==> config.mk <==
export PLATFORM = sky130hd
export DESIGN_NAME = caod_core
export DESIGN_NICKNAME = d
export VERILOG_FILES = /design/src/pkg/caod_pkg.sv /design/src/design/caod_core.sv
export SDC_FILE = /design/constraint.sdc
export NUM_CORES = 2
export LEC_CHECK = 0
export ABC_AREA = 0
export BUFFER_PORTS_ARGS = -buffer_cell sky130_fd_sc_hd__buf_2
export CAP_MARGIN = 20
export CORE_MARGIN = 2
export CORE_UTILIZATION = 30
export CTS_CLUSTER_SIZE = 12
export DETAILED_ROUTE_END_ITERATION = 12
export SYNTH_ARGS = -nofsm -noshare
export SYNTH_HDL_FRONTEND = slang
export SYNTH_SLANG_ARGS = --single-unit
==> constraint.sdc <==
create_clock -name clk -period 19.7 [get_ports clk]
set_input_delay 1.97 -clock clk [delete_from_list [all_inputs] [get_ports clk]]
set_output_delay 1.97 -clock clk [all_outputs]
set_load 0.02 [all_outputs]
==> src/pkg/caod_pkg.sv <==
// Purpose: Shared constants and types for the operand and arithmetic unit
// Assumes: 8-bit data, 16-bit wide data pointer, 256-byte internal RAM
// Notes:   Opcode values follow the classic 8-bit instruction encoding
package caod_pkg;
    // Special function register addresses
    localparam logic [7:0] ADR_ACC = 8'hE0;
    localparam logic [7:0] ADR_AUX = 8'hF0;
    localparam logic [7:0] ADR_PSW = 8'hD0;
    localparam logic [7:0] ADR_PLO = 8'h82;
    localparam logic [7:0] ADR_PHI = 8'h83;
    localparam logic [7:0] BIT_RAM_BASE = 8'h20;
    // Status word bit positions
    localparam int PSW_CY  = 7;
    localparam int PSW_AC  = 6;
    localparam int PSW_RS1 = 4;
    localparam int PSW_RS0 = 3;
    localparam int PSW_OV  = 2;
    localparam int PSW_P   = 0;
    // Reset values
    localparam logic [7:0]  RST_ACC = 8'h00;
    localparam logic [7:0]  RST_AUX = 8'h00;
    localparam logic [7:0]  RST_PSW = 8'h00;
    localparam logic [15:0] RST_PTR = 16'h0000;
    // Opcode groups, low-nibble source fields and full opcodes
    localparam logic [3:0] GRP_INC     = 4'h0;
    localparam logic [3:0] GRP_STEP_DN = 4'h1;
    localparam logic [3:0] GRP_ADD     = 4'h2;
    localparam logic [3:0] GRP_ADD_CY  = 4'h3;
    localparam logic [3:0] GRP_SUB_BW  = 4'h9;
    localparam logic [3:0] LO_IMM      = 4'h4;
    localparam logic [3:0] LO_DIR      = 4'h5;
    localparam logic [2:0] LO_IND      = 3'h3;
    localparam logic [7:0] CODE_PTR_INC = 8'hA3;
    localparam logic [7:0] CODE_PROD    = 8'hA4;
    localparam logic [7:0] CODE_QUOT    = 8'h84;
    localparam logic [7:0] CODE_BCD     = 8'hD4;
    localparam logic [7:0] CODE_CODE_RD = 8'h93;
    // Instruction lengths in bytes
    localparam logic [1:0] LEN_ONE = 2'h1;
    localparam logic [1:0] LEN_TWO = 2'h2;
    // Cycle counts
    localparam logic [2:0] CYC_ONE     = 3'h1;
    localparam logic [2:0] CYC_ARI_REG = 3'h1;
    localparam logic [2:0] CYC_ARI_DIR = 3'h2;
    localparam logic [2:0] CYC_ARI_IND = 3'h2;
    localparam logic [2:0] CYC_ARI_IMM = 3'h2;
    localparam logic [2:0] CYC_INC_ACC = 3'h1;
    localparam logic [2:0] CYC_INC_REG = 3'h2;
    localparam logic [2:0] CYC_INC_DIR = 3'h3;
    localparam logic [2:0] CYC_INC_IND = 3'h3;
    localparam logic [2:0] CYC_PTR_INC = 3'h1;
    localparam logic [2:0] CYC_PROD    = 3'h2;
    localparam logic [2:0] CYC_QUOT    = 3'h6;
    localparam logic [2:0] CYC_BCD     = 3'h3;
    localparam logic [2:0] CYC_CODE_RD = 3'h5;
    localparam logic [2:0] CYC_BAD     = 3'h1;
    // Decimal fix-up constants
    localparam logic [3:0] BCD_MAX = 4'h9;
    localparam logic [8:0] BCD_LO  = 9'h006;
    localparam logic [8:0] BCD_HI  = 9'h060;
    // Operations, source modes, sequencer states, decode record
    typedef enum logic [3:0] {
        OP_NONE, OP_ADD, OP_ADD_CY, OP_SUB_BW, OP_INC, OP_STEP_DN,
        OP_PTR_INC, OP_PROD, OP_QUOT, OP_BCD, OP_CODE_RD
    } caod_op_t;
    typedef enum logic [2:0] {
        SRC_NONE, SRC_ACC, SRC_REG, SRC_DIR, SRC_IND, SRC_IMM
    } caod_src_t;
    typedef enum logic {ST_IDLE, ST_RUN} caod_state_t;
    typedef struct packed {
        caod_op_t   op;
        caod_src_t  src;
        logic [1:0] len;
        logic [2:0] cyc;
    } caod_dcd_t;
endpackage

==> src/design/caod_core.sv <==
// Purpose: Operand addressing and arithmetic execution of an 8-bit core
// Assumes: One 10 MHz clock, synchronous active-low reset, code_data
//          valid from the cycle after code_addr_reg changes
// Notes:   RAM is not cleared by reset; load it through the load port
`timescale 1ns/100ps
`default_nettype none
module caod_core #(
    parameter int RAM_BYTES = 256
) (
    // Clock and reset
    input  wire logic        clk,
    input  wire logic        rst_n,
    // Instruction issue
    input  wire logic        instr_valid,
    input  wire logic [7:0]  instr_op,
    input  wire logic [7:0]  instr_arg,
    output logic             ready_reg,
    output logic             done_reg,
    output logic [1:0]       len_reg,
    output logic             illegal_reg,
    // Direct-space load and observation
    input  wire logic        ld_valid,
    input  wire logic [7:0]  ld_addr,
    input  wire logic [7:0]  ld_data,
    input  wire logic [7:0]  peek_addr,
    output logic [7:0]       peek_data_reg,
    input  wire logic [7:0]  bit_addr,
    output logic             bit_val_reg,
    // Program memory read
    output logic [15:0]      code_addr_reg,
    input  wire logic [7:0]  code_data,
    // Architectural state
    output logic [7:0]       acc_reg,
    output logic [7:0]       b_reg,
    output logic [7:0]       psw_reg,
    output logic [15:0]      wide_data_pointer_reg
);
    // Refuse RAM sizes that 8-bit addressing cannot serve
    if (RAM_BYTES != 256) begin : g_size_chk
        $error("RAM_BYTES must be 256");
    end

    caod_pkg::caod_state_t state_reg;
    caod_pkg::caod_dcd_t   dcd_reg;
    caod_pkg::caod_dcd_t   c_dcd;
    logic [2:0]  rem_reg;
    logic [7:0]  opc_reg;
    logic [7:0]  arg_reg;
    logic [7:0]  ram [RAM_BYTES];
    logic        run;
    logic        take;
    logic        ld_take;
    logic        commit;
    logic [7:0]  c_opc;
    logic [7:0]  c_arg;
    logic [1:0]  bank;
    logic [7:0]  src_addr;
    logic [7:0]  src_val;
    logic [7:0]  acc_next;
    logic [7:0]  b_next;
    logic [7:0]  psw_next;
    logic [15:0] wide_data_pointer_next;
    logic        ram_we;
    logic [7:0]  ram_wa;
    logic [7:0]  ram_wd;
    logic        dwr;
    logic [7:0]  dwa;
    logic [7:0]  dwd;
    logic        cin;
    logic [8:0]  sum9;
    logic [4:0]  nib5;
    logic [7:0]  step;
    logic [15:0] prod;
    logic [8:0]  bcd9;
    logic        bcd_c;
    logic [7:0]  bit_byte;
    logic [7:0]  bit_src;
    logic [7:0]  peek_val;

    // Special register read by address, zero when unmapped
    function automatic logic [7:0] spr_rd(input logic [7:0] a, input logic [7:0] ac,
        input logic [7:0] bv, input logic [7:0] ps, input logic [15:0] dp);
        case (a)
            caod_pkg::ADR_ACC: spr_rd = ac;
            caod_pkg::ADR_AUX: spr_rd = bv;
            caod_pkg::ADR_PSW: spr_rd = ps;
            caod_pkg::ADR_PLO: spr_rd = dp[7:0];
            caod_pkg::ADR_PHI: spr_rd = dp[15:8];
            default:           spr_rd = 8'h00;
        endcase
    endfunction

    // Opcode to operation, source mode, length and cycle count
    function automatic caod_pkg::caod_dcd_t dcd_fn(input logic [7:0] opc);
        caod_pkg::caod_dcd_t d;
        logic                incdn;
        incdn = (opc[7:4] == caod_pkg::GRP_INC) || (opc[7:4] == caod_pkg::GRP_STEP_DN);
        d.op  = caod_pkg::OP_NONE;
        d.src = caod_pkg::SRC_NONE;
        d.len = caod_pkg::LEN_ONE;
        d.cyc = caod_pkg::CYC_BAD;
        if (opc[3])
            d.src = caod_pkg::SRC_REG;
        else if (opc[3:0] == caod_pkg::LO_IMM)
            d.src = incdn ? caod_pkg::SRC_ACC : caod_pkg::SRC_IMM;
        else if (opc[3:0] == caod_pkg::LO_DIR)
            d.src = caod_pkg::SRC_DIR;
        else if (opc[3:1] == caod_pkg::LO_IND)
            d.src = caod_pkg::SRC_IND;
        case (opc[7:4])
            caod_pkg::GRP_INC:     d.op = caod_pkg::OP_INC;
            caod_pkg::GRP_STEP_DN: d.op = caod_pkg::OP_STEP_DN;
            caod_pkg::GRP_ADD:     d.op = caod_pkg::OP_ADD;
            caod_pkg::GRP_ADD_CY:  d.op = caod_pkg::OP_ADD_CY;
            caod_pkg::GRP_SUB_BW:  d.op = caod_pkg::OP_SUB_BW;
            default:               d.op = caod_pkg::OP_NONE;
        endcase
        case (d.src)
            caod_pkg::SRC_REG: d.cyc = incdn ? caod_pkg::CYC_INC_REG : caod_pkg::CYC_ARI_REG;
            caod_pkg::SRC_DIR:
            begin
                d.len = caod_pkg::LEN_TWO;
                d.cyc = incdn ? caod_pkg::CYC_INC_DIR : caod_pkg::CYC_ARI_DIR;
            end
            caod_pkg::SRC_IND: d.cyc = incdn ? caod_pkg::CYC_INC_IND : caod_pkg::CYC_ARI_IND;
            caod_pkg::SRC_IMM:
            begin
                d.len = caod_pkg::LEN_TWO;
                d.cyc = caod_pkg::CYC_ARI_IMM;
            end
            caod_pkg::SRC_ACC: d.cyc = caod_pkg::CYC_INC_ACC;
            default:           d.op = caod_pkg::OP_NONE;
        endcase
        case (opc)
            caod_pkg::CODE_PTR_INC:
            begin
                d.op  = caod_pkg::OP_PTR_INC;
                d.cyc = caod_pkg::CYC_PTR_INC;
            end
            caod_pkg::CODE_PROD:
            begin
                d.op  = caod_pkg::OP_PROD;
                d.cyc = caod_pkg::CYC_PROD;
            end
            caod_pkg::CODE_QUOT:
            begin
                d.op  = caod_pkg::OP_QUOT;
                d.cyc = caod_pkg::CYC_QUOT;
            end
            caod_pkg::CODE_BCD:
            begin
                d.op  = caod_pkg::OP_BCD;
                d.cyc = caod_pkg::CYC_BCD;
            end
            caod_pkg::CODE_CODE_RD:
            begin
                d.op  = caod_pkg::OP_CODE_RD;
                d.cyc = caod_pkg::CYC_CODE_RD;
            end
            default: d.op = d.op;
        endcase
        if ((opc == caod_pkg::CODE_PTR_INC) || (opc == caod_pkg::CODE_PROD) ||
            (opc == caod_pkg::CODE_QUOT) || (opc == caod_pkg::CODE_BCD) ||
            (opc == caod_pkg::CODE_CODE_RD) || (d.op == caod_pkg::OP_NONE))
        begin
            d.src = caod_pkg::SRC_NONE;
            d.len = caod_pkg::LEN_ONE;
        end
        if (d.op == caod_pkg::OP_NONE)
            d.cyc = caod_pkg::CYC_BAD;
        return d;
    endfunction

    // Issue, current instruction and commit point
    assign run     = (state_reg == caod_pkg::ST_RUN);
    assign take    = instr_valid && ready_reg;
    assign ld_take = ld_valid && ready_reg && !instr_valid;
    assign c_opc   = run ? opc_reg : instr_op;
    assign c_arg   = run ? arg_reg : instr_arg;
    assign c_dcd   = run ? dcd_reg : dcd_fn(instr_op);
    assign commit  = (take && (c_dcd.cyc == caod_pkg::CYC_ONE)) ||
                     (run && (rem_reg == caod_pkg::CYC_ONE));
    assign bank    = psw_reg[caod_pkg::PSW_RS1:caod_pkg::PSW_RS0];

    // Operand address and value for the selected mode
    always_comb
    begin
        src_addr = c_arg;
        src_val  = 8'h00;
        case (c_dcd.src)
            caod_pkg::SRC_ACC: src_val = acc_reg;
            caod_pkg::SRC_REG:
            begin
                src_addr = {3'h0, bank, c_opc[2:0]};
                src_val  = ram[src_addr];
            end
            caod_pkg::SRC_IND:
            begin
                src_addr = ram[{3'h0, bank, 2'h0, c_opc[0]}];
                src_val  = ram[src_addr];
            end
            caod_pkg::SRC_DIR:
                src_val = c_arg[7] ? spr_rd(c_arg, acc_reg, b_reg, psw_reg, wide_data_pointer_reg)
                                   : ram[c_arg];
            caod_pkg::SRC_IMM: src_val = c_arg;
            default:           src_val = 8'h00;
        endcase
    end

    // Execute at commit, then apply loads and direct writes
    always_comb
    begin
        acc_next  = acc_reg;
        b_next    = b_reg;
        psw_next  = psw_reg;
        wide_data_pointer_next = wide_data_pointer_reg;
        ram_we    = 1'b0;
        ram_wa    = src_addr;
        ram_wd    = 8'h00;
        dwr       = 1'b0;
        dwa       = c_arg;
        dwd       = 8'h00;
        sum9      = 9'h000;
        nib5      = 5'h00;
        prod      = 16'h0000;
        bcd9      = 9'h000;
        bcd_c     = 1'b0;
        step      = (c_dcd.op == caod_pkg::OP_INC) ? src_val + 8'h01 : src_val - 8'h01;
        cin       = ((c_dcd.op == caod_pkg::OP_ADD_CY) || (c_dcd.op == caod_pkg::OP_SUB_BW))
                    && psw_reg[caod_pkg::PSW_CY];
        if (commit)
        begin
            case (c_dcd.op)
                caod_pkg::OP_ADD, caod_pkg::OP_ADD_CY:
                begin
                    sum9 = {1'b0, acc_reg} + {1'b0, src_val} + {8'h00, cin};
                    nib5 = {1'b0, acc_reg[3:0]} + {1'b0, src_val[3:0]} + {4'h0, cin};
                    acc_next = sum9[7:0];
                    psw_next[caod_pkg::PSW_CY] = sum9[8];
                    psw_next[caod_pkg::PSW_AC] = nib5[4];
                    psw_next[caod_pkg::PSW_OV] = (acc_reg[7] == src_val[7]) &&
                                                 (sum9[7] != acc_reg[7]);
                end
                caod_pkg::OP_SUB_BW:
                begin
                    sum9 = {1'b0, acc_reg} - {1'b0, src_val} - {8'h00, cin};
                    nib5 = {1'b0, acc_reg[3:0]} - {1'b0, src_val[3:0]} - {4'h0, cin};
                    acc_next = sum9[7:0];
                    psw_next[caod_pkg::PSW_CY] = sum9[8];
                    psw_next[caod_pkg::PSW_AC] = nib5[4];
                    psw_next[caod_pkg::PSW_OV] = (acc_reg[7] != src_val[7]) &&
                                                 (sum9[7] != acc_reg[7]);
                end
                caod_pkg::OP_INC, caod_pkg::OP_STEP_DN:
                begin
                    case (c_dcd.src)
                        caod_pkg::SRC_ACC: acc_next = step;
                        caod_pkg::SRC_DIR:
                        begin
                            dwr = 1'b1;
                            dwd = step;
                        end
                        default:
                        begin
                            ram_we = 1'b1;
                            ram_wd = step;
                        end
                    endcase
                end
                caod_pkg::OP_PTR_INC: wide_data_pointer_next = wide_data_pointer_reg + 16'h0001;
                caod_pkg::OP_PROD:
                begin
                    prod = {8'h00, acc_reg} * {8'h00, b_reg};
                    acc_next = prod[7:0];
                    b_next   = prod[15:8];
                    psw_next[caod_pkg::PSW_CY] = 1'b0;
                    psw_next[caod_pkg::PSW_OV] = |prod[15:8];
                end
                caod_pkg::OP_QUOT:
                begin
                    psw_next[caod_pkg::PSW_CY] = 1'b0;
                    psw_next[caod_pkg::PSW_OV] = (b_reg == 8'h00);
                    if (b_reg != 8'h00)
                    begin
                        acc_next = acc_reg / b_reg;
                        b_next   = acc_reg % b_reg;
                    end
                end
                caod_pkg::OP_BCD:
                begin
                    bcd9 = {1'b0, acc_reg};
                    if ((acc_reg[3:0] > caod_pkg::BCD_MAX) || psw_reg[caod_pkg::PSW_AC])
                        bcd9 = bcd9 + caod_pkg::BCD_LO;
                    bcd_c = bcd9[8];
                    if ((bcd9[7:4] > caod_pkg::BCD_MAX) || bcd_c || psw_reg[caod_pkg::PSW_CY])
                        bcd9 = {1'b0, bcd9[7:0]} + caod_pkg::BCD_HI;
                    acc_next = bcd9[7:0];
                    psw_next[caod_pkg::PSW_CY] = psw_reg[caod_pkg::PSW_CY] | bcd_c | bcd9[8];
                end
                caod_pkg::OP_CODE_RD: acc_next = code_data;
                default: acc_next = acc_reg;
            endcase
        end
        if (ld_take)
        begin
            dwr = 1'b1;
            dwa = ld_addr;
            dwd = ld_data;
        end
        if (dwr && !dwa[7])
        begin
            ram_we = 1'b1;
            ram_wa = dwa;
            ram_wd = dwd;
        end
        else if (dwr)
        begin
            case (dwa)
                caod_pkg::ADR_ACC: acc_next = dwd;
                caod_pkg::ADR_AUX: b_next = dwd;
                caod_pkg::ADR_PSW: psw_next = dwd;
                caod_pkg::ADR_PLO: wide_data_pointer_next[7:0] = dwd;
                caod_pkg::ADR_PHI: wide_data_pointer_next[15:8] = dwd;
                default: wide_data_pointer_next = wide_data_pointer_next;
            endcase
        end
        psw_next[caod_pkg::PSW_P] = ^acc_next;
    end

    // Sequencer: holds multi-cycle instructions until their count ends
    always_ff @(posedge clk)
    begin
        if (!rst_n)
        begin
            state_reg <= caod_pkg::ST_IDLE;
            rem_reg   <= 3'h0;
            ready_reg <= 1'b0;
            done_reg  <= 1'b0;
        end
        else
        begin
            done_reg <= commit;
            case (state_reg)
                caod_pkg::ST_IDLE:
                begin
                    ready_reg <= 1'b1;
                    if (take && (c_dcd.cyc != caod_pkg::CYC_ONE))
                    begin
                        state_reg <= caod_pkg::ST_RUN;
                        rem_reg   <= c_dcd.cyc - caod_pkg::CYC_ONE;
                        ready_reg <= 1'b0;
                    end
                end
                caod_pkg::ST_RUN:
                begin
                    if (rem_reg == caod_pkg::CYC_ONE)
                    begin
                        state_reg <= caod_pkg::ST_IDLE;
                        ready_reg <= 1'b1;
                    end
                    else
                        rem_reg <= rem_reg - caod_pkg::CYC_ONE;
                end
                default: state_reg <= caod_pkg::ST_IDLE;
            endcase
        end
    end

    // Latch the accepted instruction and its length
    always_ff @(posedge clk)
    begin
        if (!rst_n)
        begin
            opc_reg     <= 8'h00;
            arg_reg     <= 8'h00;
            dcd_reg     <= '0;
            len_reg     <= 2'h0;
            illegal_reg <= 1'b0;
        end
        else if (take)
        begin
            opc_reg     <= instr_op;
            arg_reg     <= instr_arg;
            dcd_reg     <= c_dcd;
            len_reg     <= c_dcd.len;
            illegal_reg <= (c_dcd.op == caod_pkg::OP_NONE);
        end
    end

    // Indexed program address, presented from issue onward
    always_ff @(posedge clk)
    begin
        if (!rst_n)
            code_addr_reg <= caod_pkg::RST_PTR;
        else if (take && (c_dcd.op == caod_pkg::OP_CODE_RD))
            code_addr_reg <= wide_data_pointer_reg + {8'h00, acc_reg};
    end

    // Architectural registers
    always_ff @(posedge clk)
    begin
        if (!rst_n)
        begin
            acc_reg  <= caod_pkg::RST_ACC;
            b_reg    <= caod_pkg::RST_AUX;
            psw_reg  <= caod_pkg::RST_PSW;
            wide_data_pointer_reg <= caod_pkg::RST_PTR;
        end
        else
        begin
            acc_reg  <= acc_next;
            b_reg    <= b_next;
            psw_reg  <= psw_next;
            wide_data_pointer_reg <= wide_data_pointer_next;
        end
    end

    // Internal RAM, holding the banked working registers too
    always_ff @(posedge clk)
    begin
        if (ram_we)
            ram[ram_wa] <= ram_wd;
    end

    // Bit and byte observation taps
    always_comb
    begin
        bit_byte = bit_addr[7] ? {bit_addr[7:3], 3'h0}
                               : caod_pkg::BIT_RAM_BASE + {4'h0, bit_addr[6:3]};
        bit_src  = bit_byte[7] ? spr_rd(bit_byte, acc_reg, b_reg, psw_reg, wide_data_pointer_reg)
                               : ram[bit_byte];
        peek_val = peek_addr[7] ? spr_rd(peek_addr, acc_reg, b_reg, psw_reg, wide_data_pointer_reg)
                                : ram[peek_addr];
    end

    always_ff @(posedge clk)
    begin
        if (!rst_n)
        begin
            bit_val_reg   <= 1'b0;
            peek_data_reg <= 8'h00;
        end
        else
        begin
            bit_val_reg   <= bit_src[bit_addr[2:0]];
            peek_data_reg <= peek_val;
        end
    end
endmodule // caod_core
`default_nettype wire

# [Word level (Yosys, flattened, before mapping)]
# Memory sizes are Yosys's and may differ from the RTL's.
# Index checks and enable logic that the tools add are counted.
[word_totals] regBits=95 latch_bits=0 ram_bits=2048 romBits=0 input_bits=60 out_inout_bits=70 elab_cells=242 n_memories=1
[mem_list] memory="ram" depth=256 width=8 read_ports=6 rd_ports_with_merged_regs=0 wr=1 line="caod_core.sv:49" source="logic [7:0] ram [RAM_BYTES];"
[classes] add_sub_neg=17 mul=1 n_div=2 magnitude_cmp=3 eq_ne=62 shifts=0 n_mux=92 n_bitwise=4 reduce_logical=41
[op_table] operator="$mux W8" count=32
[op_table] operator="$eq A8 B8 Y1 const B" count=25
[op_table] operator="$pmux W8 S5" count=4
[op_table] operator="$mux W16" count=4
[op_table] operator="$pmux W8 S7" count=1
[op_table] operator="$mux W9" count=6
[op_table] operator="$pmux W8 S2" count=2
[op_table] operator="$pmux W3 S5" count=2
[op_table] operator="$mux W3" count=9
[op_table] operator="$eq A4 B3 Y1 const B" count=6
[op_table] operator="$pmux W4 S5" count=1
[op_table] operator="$mux W1" count=17
[op_table] operator="$add A16 B1 Y16 const B" count=1
[op_table] operator="$add A16 B8 Y16" count=1
[op_table] operator="$eq A4 B2 Y1 const B" count=4
[op_table] operator="$eq A4 B4 Y1 const B" count=4
[op_table] operator="$mul A8 B8 Y16" count=1
[op_table] operator="$eq A3 B2 Y1 const B" count=5
[op_table] operator="$eq A3 B1 Y1 const B" count=4
[op_table] operator="$eq A3 B3 Y1 const B" count=4
[op_table] operator="$logic_not A4 Y1" count=3
[op_table] operator="$mux W12" count=1
[op_table] operator="$reduce_or A2 Y1" count=6
[op_table] operator="$logic_and A1 B1 Y1" count=11
[op_table] operator="other kinds (43)" count=68

# [Logic depth before layout (Yosys ltp)]
[depth] ltp_word=29 depth_mapped=66 depth_no_buf=63

# [Worst setup path before layout]
# Ideal clock, no wire load.
[synth_timing] path_kind="input to register" startpoint="input instr_op[0]" endpoint="memory ram[0][5], data pin" setup_time_ns=2.244 t_arrival_ns=17.963 t_required_ns=17.456 path_slack_ns=-0.507 stages=26 path_buffers=8 cell_sequence="mux2_4 -> buf_6 -> mux4_2 -> mux2_2 -> buf_6 -> buf_2 -> buf_2 -> clkbuf_1 -> buf_2 -> buf_1 -> buf_1 -> mux4_2 -> nand2_1 -> nand3_1 -> a311oi_1 -> a21oi_1 -> a211o_1 -> a31oi_1 -> inv_1 -> ha_1 -> o41ai_2 -> a21bo_1 -> a21bo_1 -> nor2b_1 -> mux2i_1 -> a211oi_1"
[synth_via] elab_chain_cells=21 word_cells_on_any_way=61 cone_classes="add/sub: 2; eq/ne: 20; mux: 25; reduce/logical: 13; memory: 1"
[synth_lines] item="start, declared" line="caod_core.sv:15" source="input wire logic [7:0] instr_op,"
[synth_lines] item="branches (longest 20 deep; another with $mem_v2 Z256 W8)"
[synth_lines] item="$mux W8 *" line="caod_core.sv:310" source="if (dwr && !dwa[7])"
[synth_lines] item="via ram_wd[5]" line="caod_core.sv:65" source="logic [7:0] ram_wd;"
[synth_lines] item="end, declared" line="caod_core.sv:49"
# Mark *: on every way through the listed nets, which the timed path passes.

# [Worst setup path in the final report]
[layout_timing] startpoint="register b_reg[5]" endpoint="register psw_reg[0]"
[layout_via] elab_chain_cells=13 word_cells_on_any_way=25 cone_classes="add/sub: 6; mul: 1; div: 1; mux: 15; reduce/logical: 2"
[layout_lines] item="start, declared" line="caod_core.sv:34" source="output logic [7:0] b_reg,"
[layout_lines] item="start signal, assigned" line="caod_core.sv:405" source="b_reg <= caod_pkg::RST_AUX;"
[layout_lines] item="start signal, assigned" line="caod_core.sv:412" source="b_reg <= b_next;"
[layout_lines] item="branches (longest 11 deep; another with $div A8 B8 Y8)"
[layout_lines] item="$mux W8 *" line="caod_core.sv:310"
[layout_lines] item="$reduce_xor A8 Y1 *" line="caod_core.sv:327" source="psw_next[caod_pkg::PSW_P] = ^acc_next;"
[layout_lines] item="end signal, assigned" line="caod_core.sv:406" source="psw_reg <= caod_pkg::RST_PSW;"
[layout_lines] item="end signal, assigned" line="caod_core.sv:413" source="psw_reg <= psw_next;"
[layout_lines] item="end, declared" line="caod_core.sv:35" source="output logic [7:0] psw_reg,"
# Mark *: on every way between the ends.
# A chain may end at the register's enable or synchronous reset.

==> results.json <==
{
  "status": "finished clean",
  "cts_hold_buf": 0,
  "cp-end-kind": "flip-flop",
  "met2_length_mm": 189,
  "drt-initial-drc-count": 14400,
  "cts_tree": "built",
  "final-setup-viol-count": 0,
  "postCtsSetupRepairBufs": 0,
  "cts.path.max_buffers": 4,
  "synth-seq-area-share_pct": 54.9,
  "cpMaxStageDelayCell": "a41oi_1",
  "synthTopCellsByArea": "edfxtp_1 53%, mux4_2 16%, nand2_1 5.8%",
  "wl_met1_mm": 164,
  "wirelength_mm": 442,
  "drive_above_1_share_pct": 18.8,
  "gp_congestion": 0.975,
  "async_reset_ff_share_pct": 0,
  "min_path_type": "reg -> reg",
  "clkSinkCount": 2143,
  "core_mm2": 0.383,
  "slew_headroom_pct": 8.07,
  "fp.dieW_um": 624,
  "htreeDepth": 4,
  "initial_core_util_pct": 30.2,
  "root_buffer": "clkbuf_16",
  "final_max_slew_viol_count": 0,
  "cts_resized": 0,
  "postLayoutSetupSlackWorst_ns": 4.62,
  "synth_warnings": 0,
  "cpPeakStageDelay_ns": 0.76,
  "max_clock_freq_mhz": 66.3,
  "vdd_drop_max_mv": 0.0752,
  "clock_skew_ns": 0.128,
  "top_layer": "met5",
  "power_leakage_nw": 43.2,
  "startpoint_type": "flip-flop",
  "drv_cap": 0,
  "worstPathMaxFanout": 13,
  "netlist_area_mm2": 0.115,
  "period_share_pct": 76.5,
  "grt_max_degree": 209,
  "syn_avg_cell_area_um2": 12.6,
  "cts.reportedPaths.clkPinSlew_ns": 0.06,
  "routed-wl-met3_mm": 62.8,
  "drc_errors": 0,
  "synth_area_leader_cell": "edfxtp_1",
  "row_count": 227,
  "fin_crit_ns": 15.08,
  "rsz0062_at_grt": "no",
  "path_class": "reg -> reg",
  "worst_ep_arrival_time_ns": 15.85,
  "syn_inst": 9158,
  "hpwlAfterDp_mm": 278,
  "wire_per_inst_um": 30.9,
  "dp_worst_setup_slack_ns": 4.91,
  "io_buffers": 129,
  "hold_violations": 0,
  "grt_pass1_vias": 81200,
  "via_count": 87300,
  "fp.dieH_um": 624,
  "tns_ns": 0,
  "die_area_mm2": 0.390,
  "path_common_cell": "o21a_1",
  "numCtsBuffers": 234,
  "tightest_slew_ns": 1.37,
  "syn_to_final_growth_pct": 12.2,
  "antenna_left": 0,
  "antenna_found_initial": 28,
  "synth_edf_count": 2048,
  "synth_fp_nets": 9380,
  "ioPinCount": 130,
  "viasPerCell": 6.11,
  "synth_seq_cells": 2143,
  "largest_reg_flops": 2048,
  "placed_area_mm2": 0.122,
  "nNetsFinal": 9312,
  "track_usage_pct": 21.8,
  "cellPowerDensity_mw_per_mm2": 81.1,
  "drt_first_pass_iters": 8,
  "final_util_pct": 33.9,
  "synth_top_area_share_pct": 53.3,
  "synthFlopType": "edfxtp_1",
  "required_ns": 20.47,
  "yosys.cell_types.count": 97,
  "gr-total-overflow": 0,
  "clk_latency_ns": 0.97,
  "final_cell_area_mm2": 0.130,
  "grt_pass1_wl_mm": 617
}
==> final cells by class <==
type / count / area, um^2
Fill cell: 37000 / 253000
Sequential cell: 2143 / 63400
Multi-Input combinational cell: 6123 / 49000
Tap cell: 5038 / 6300
Clock buffer: 282 / 6100
Timing Repair Buffer: 459 / 3470
Clock inverter: 101 / 756
Inverter: 129 / 484
Antenna cell: 17 / 42.5
==> routing by layer <==
layer,global-route usage [%],vias up
li1,-,35400
met5,0.161,-
met4,10.9,28
met1,28.5,43800
met2,31.9,6731
met3,7.65,1373
==> critical path: cells and delay by family, from the launching register on <==
family,cells,cell delay (ns)
simple gates,11,2.29
xor+xnor,3,0.45
flops,1,0.46
mux,2,0.39
buf+inv,1,0.20
compound gates,36,8.89
fa+ha+maj,7,2.28
==> path summary, 6_finish.rpt <==
check | from | endpoint | slack [ns] | depth (start not counted)
setup / recovery | b_reg[5]$_SDFF_PN0_ | psw_reg[0]$_SDFF_PN0_ | 4.62 | 60
hold / removal | code_addr_reg[6]$_SDFFE_PN0P_ | code_addr_reg[6]$_SDFFE_PN0P_ | 0.44 | 2
setup reg to reg | b_reg[5]$_SDFF_PN0_ | psw_reg[0]$_SDFF_PN0_ | 4.62 | 60
hold reg to reg | code_addr_reg[6]$_SDFFE_PN0P_ | code_addr_reg[6]$_SDFFE_PN0P_ | 0.44 | 2
==> cell usage in the layout (no fill, tap or decap), types with 17 or more instances in the layout <==
cell type,synthesis,final
buf_2,88,127
and2_1,23,19
o211ai_1,35,35
xor2_1,32,32
clkbuf_1,512,45
clkbuf_16,0,237
o21bai_1,22,22
ha_1,119,119
mux2_2,37,29
nor2b_1,33,29
diode_2,0,17
a221oi_1,61,61
clkinv_2,0,29
o22ai_1,153,153
fa_1,43,43
clkinv_1,4,50
nand2b_1,26,25
dfxtp_1,95,91
or3_1,24,24
a31oi_1,231,228
nand3_1,507,507
a22oi_1,69,69
a311oi_1,103,103
nor2_1,508,465
mux2i_1,159,148
mux4_2,833,831
and3_1,214,214
nor2_2,0,41
o21ai_0,207,200
edfxtp_1,2048,2048
a21o_1,35,35
nand4_1,21,21
a211oi_1,109,108
o21a_1,25,24
xnor2_1,53,53
inv_1,125,124
nand2_1,1770,1762
a21oi_1,366,362
nor3_1,89,89
buf_4,18,292
==> logic make-up (layout without fill, tap and decap cells) <==
family | after synthesis | after routing | synth area share [%]
simple gates | 3276 | 3276 | 12.2
flops | 2143 | 2143 | 54.9
compound gates | 1562 | 1562 | 8.87
mux | 1036 | 1036 | 18.1
buf+inv | 892 | 971 | 3.11
fa+ha+maj | 162 | 162 | 2.04
xor+xnor | 87 | 87 | 0.679
other cells | 0 | 17 | 0
==> cell usage after synthesis, types with 15 or more instances <==
| library cell | number |
|---|---|
| ha_1 | 119 |
| o221ai_1 | 15 |
| xnor2_1 | 53 |
| nor3_1 | 89 |
| buf_4 | 18 |
| inv_1 | 125 |
| o22ai_1 | 153 |
| a21oi_1 | 366 |
| o21bai_1 | 22 |
| nand4_1 | 21 |
| nand3_1 | 507 |
| dfxtp_1 | 95 |
| o21a_1 | 25 |
| clkbuf_1 | 512 |
| nor2b_1 | 33 |
| nand2b_1 | 26 |
| buf_2 | 88 |
| fa_1 | 43 |
| buf_1 | 137 |
| o211ai_1 | 35 |
| a21o_1 | 35 |
| a221oi_1 | 61 |
| o21ai_0 | 207 |
| or3_1 | 24 |
| mux2i_1 | 159 |
| a311oi_1 | 103 |
| nand2_1 | 1770 |
| a31oi_1 | 231 |
| and2_1 | 23 |
| mux4_2 | 833 |
| edfxtp_1 | 2048 |
| a211oi_1 | 109 |
| nor2_1 | 508 |
| xor2_1 | 32 |
| mux2_2 | 37 |
| a22oi_1 | 69 |
| and3_1 | 214 |
==> metrics by stage <==
stage	hold slack [ns]	cells	total power, W
4_1_cts	0.449	14300	0.0105
5_1_grt	0.471	14300	0.0107
6_report	0.445	14300	0.0105
3_3_place_gp	0.439	13900	0.00639
2_1_floorplan	0.436	9158	0.00592
3_5_place_dp	0.443	13900	0.00640
==> report_power, final <==
group | internal [W] | leakage [nW] | switching (W)
Combinational | 0.000448 | 19.7 | 0.000934
Clock | 0.00230 | 3.36 | 0.00184
Sequential | 0.00497 | 20.1 | 0.00000874
Note: power is estimated with default switching activity, not from simulation.
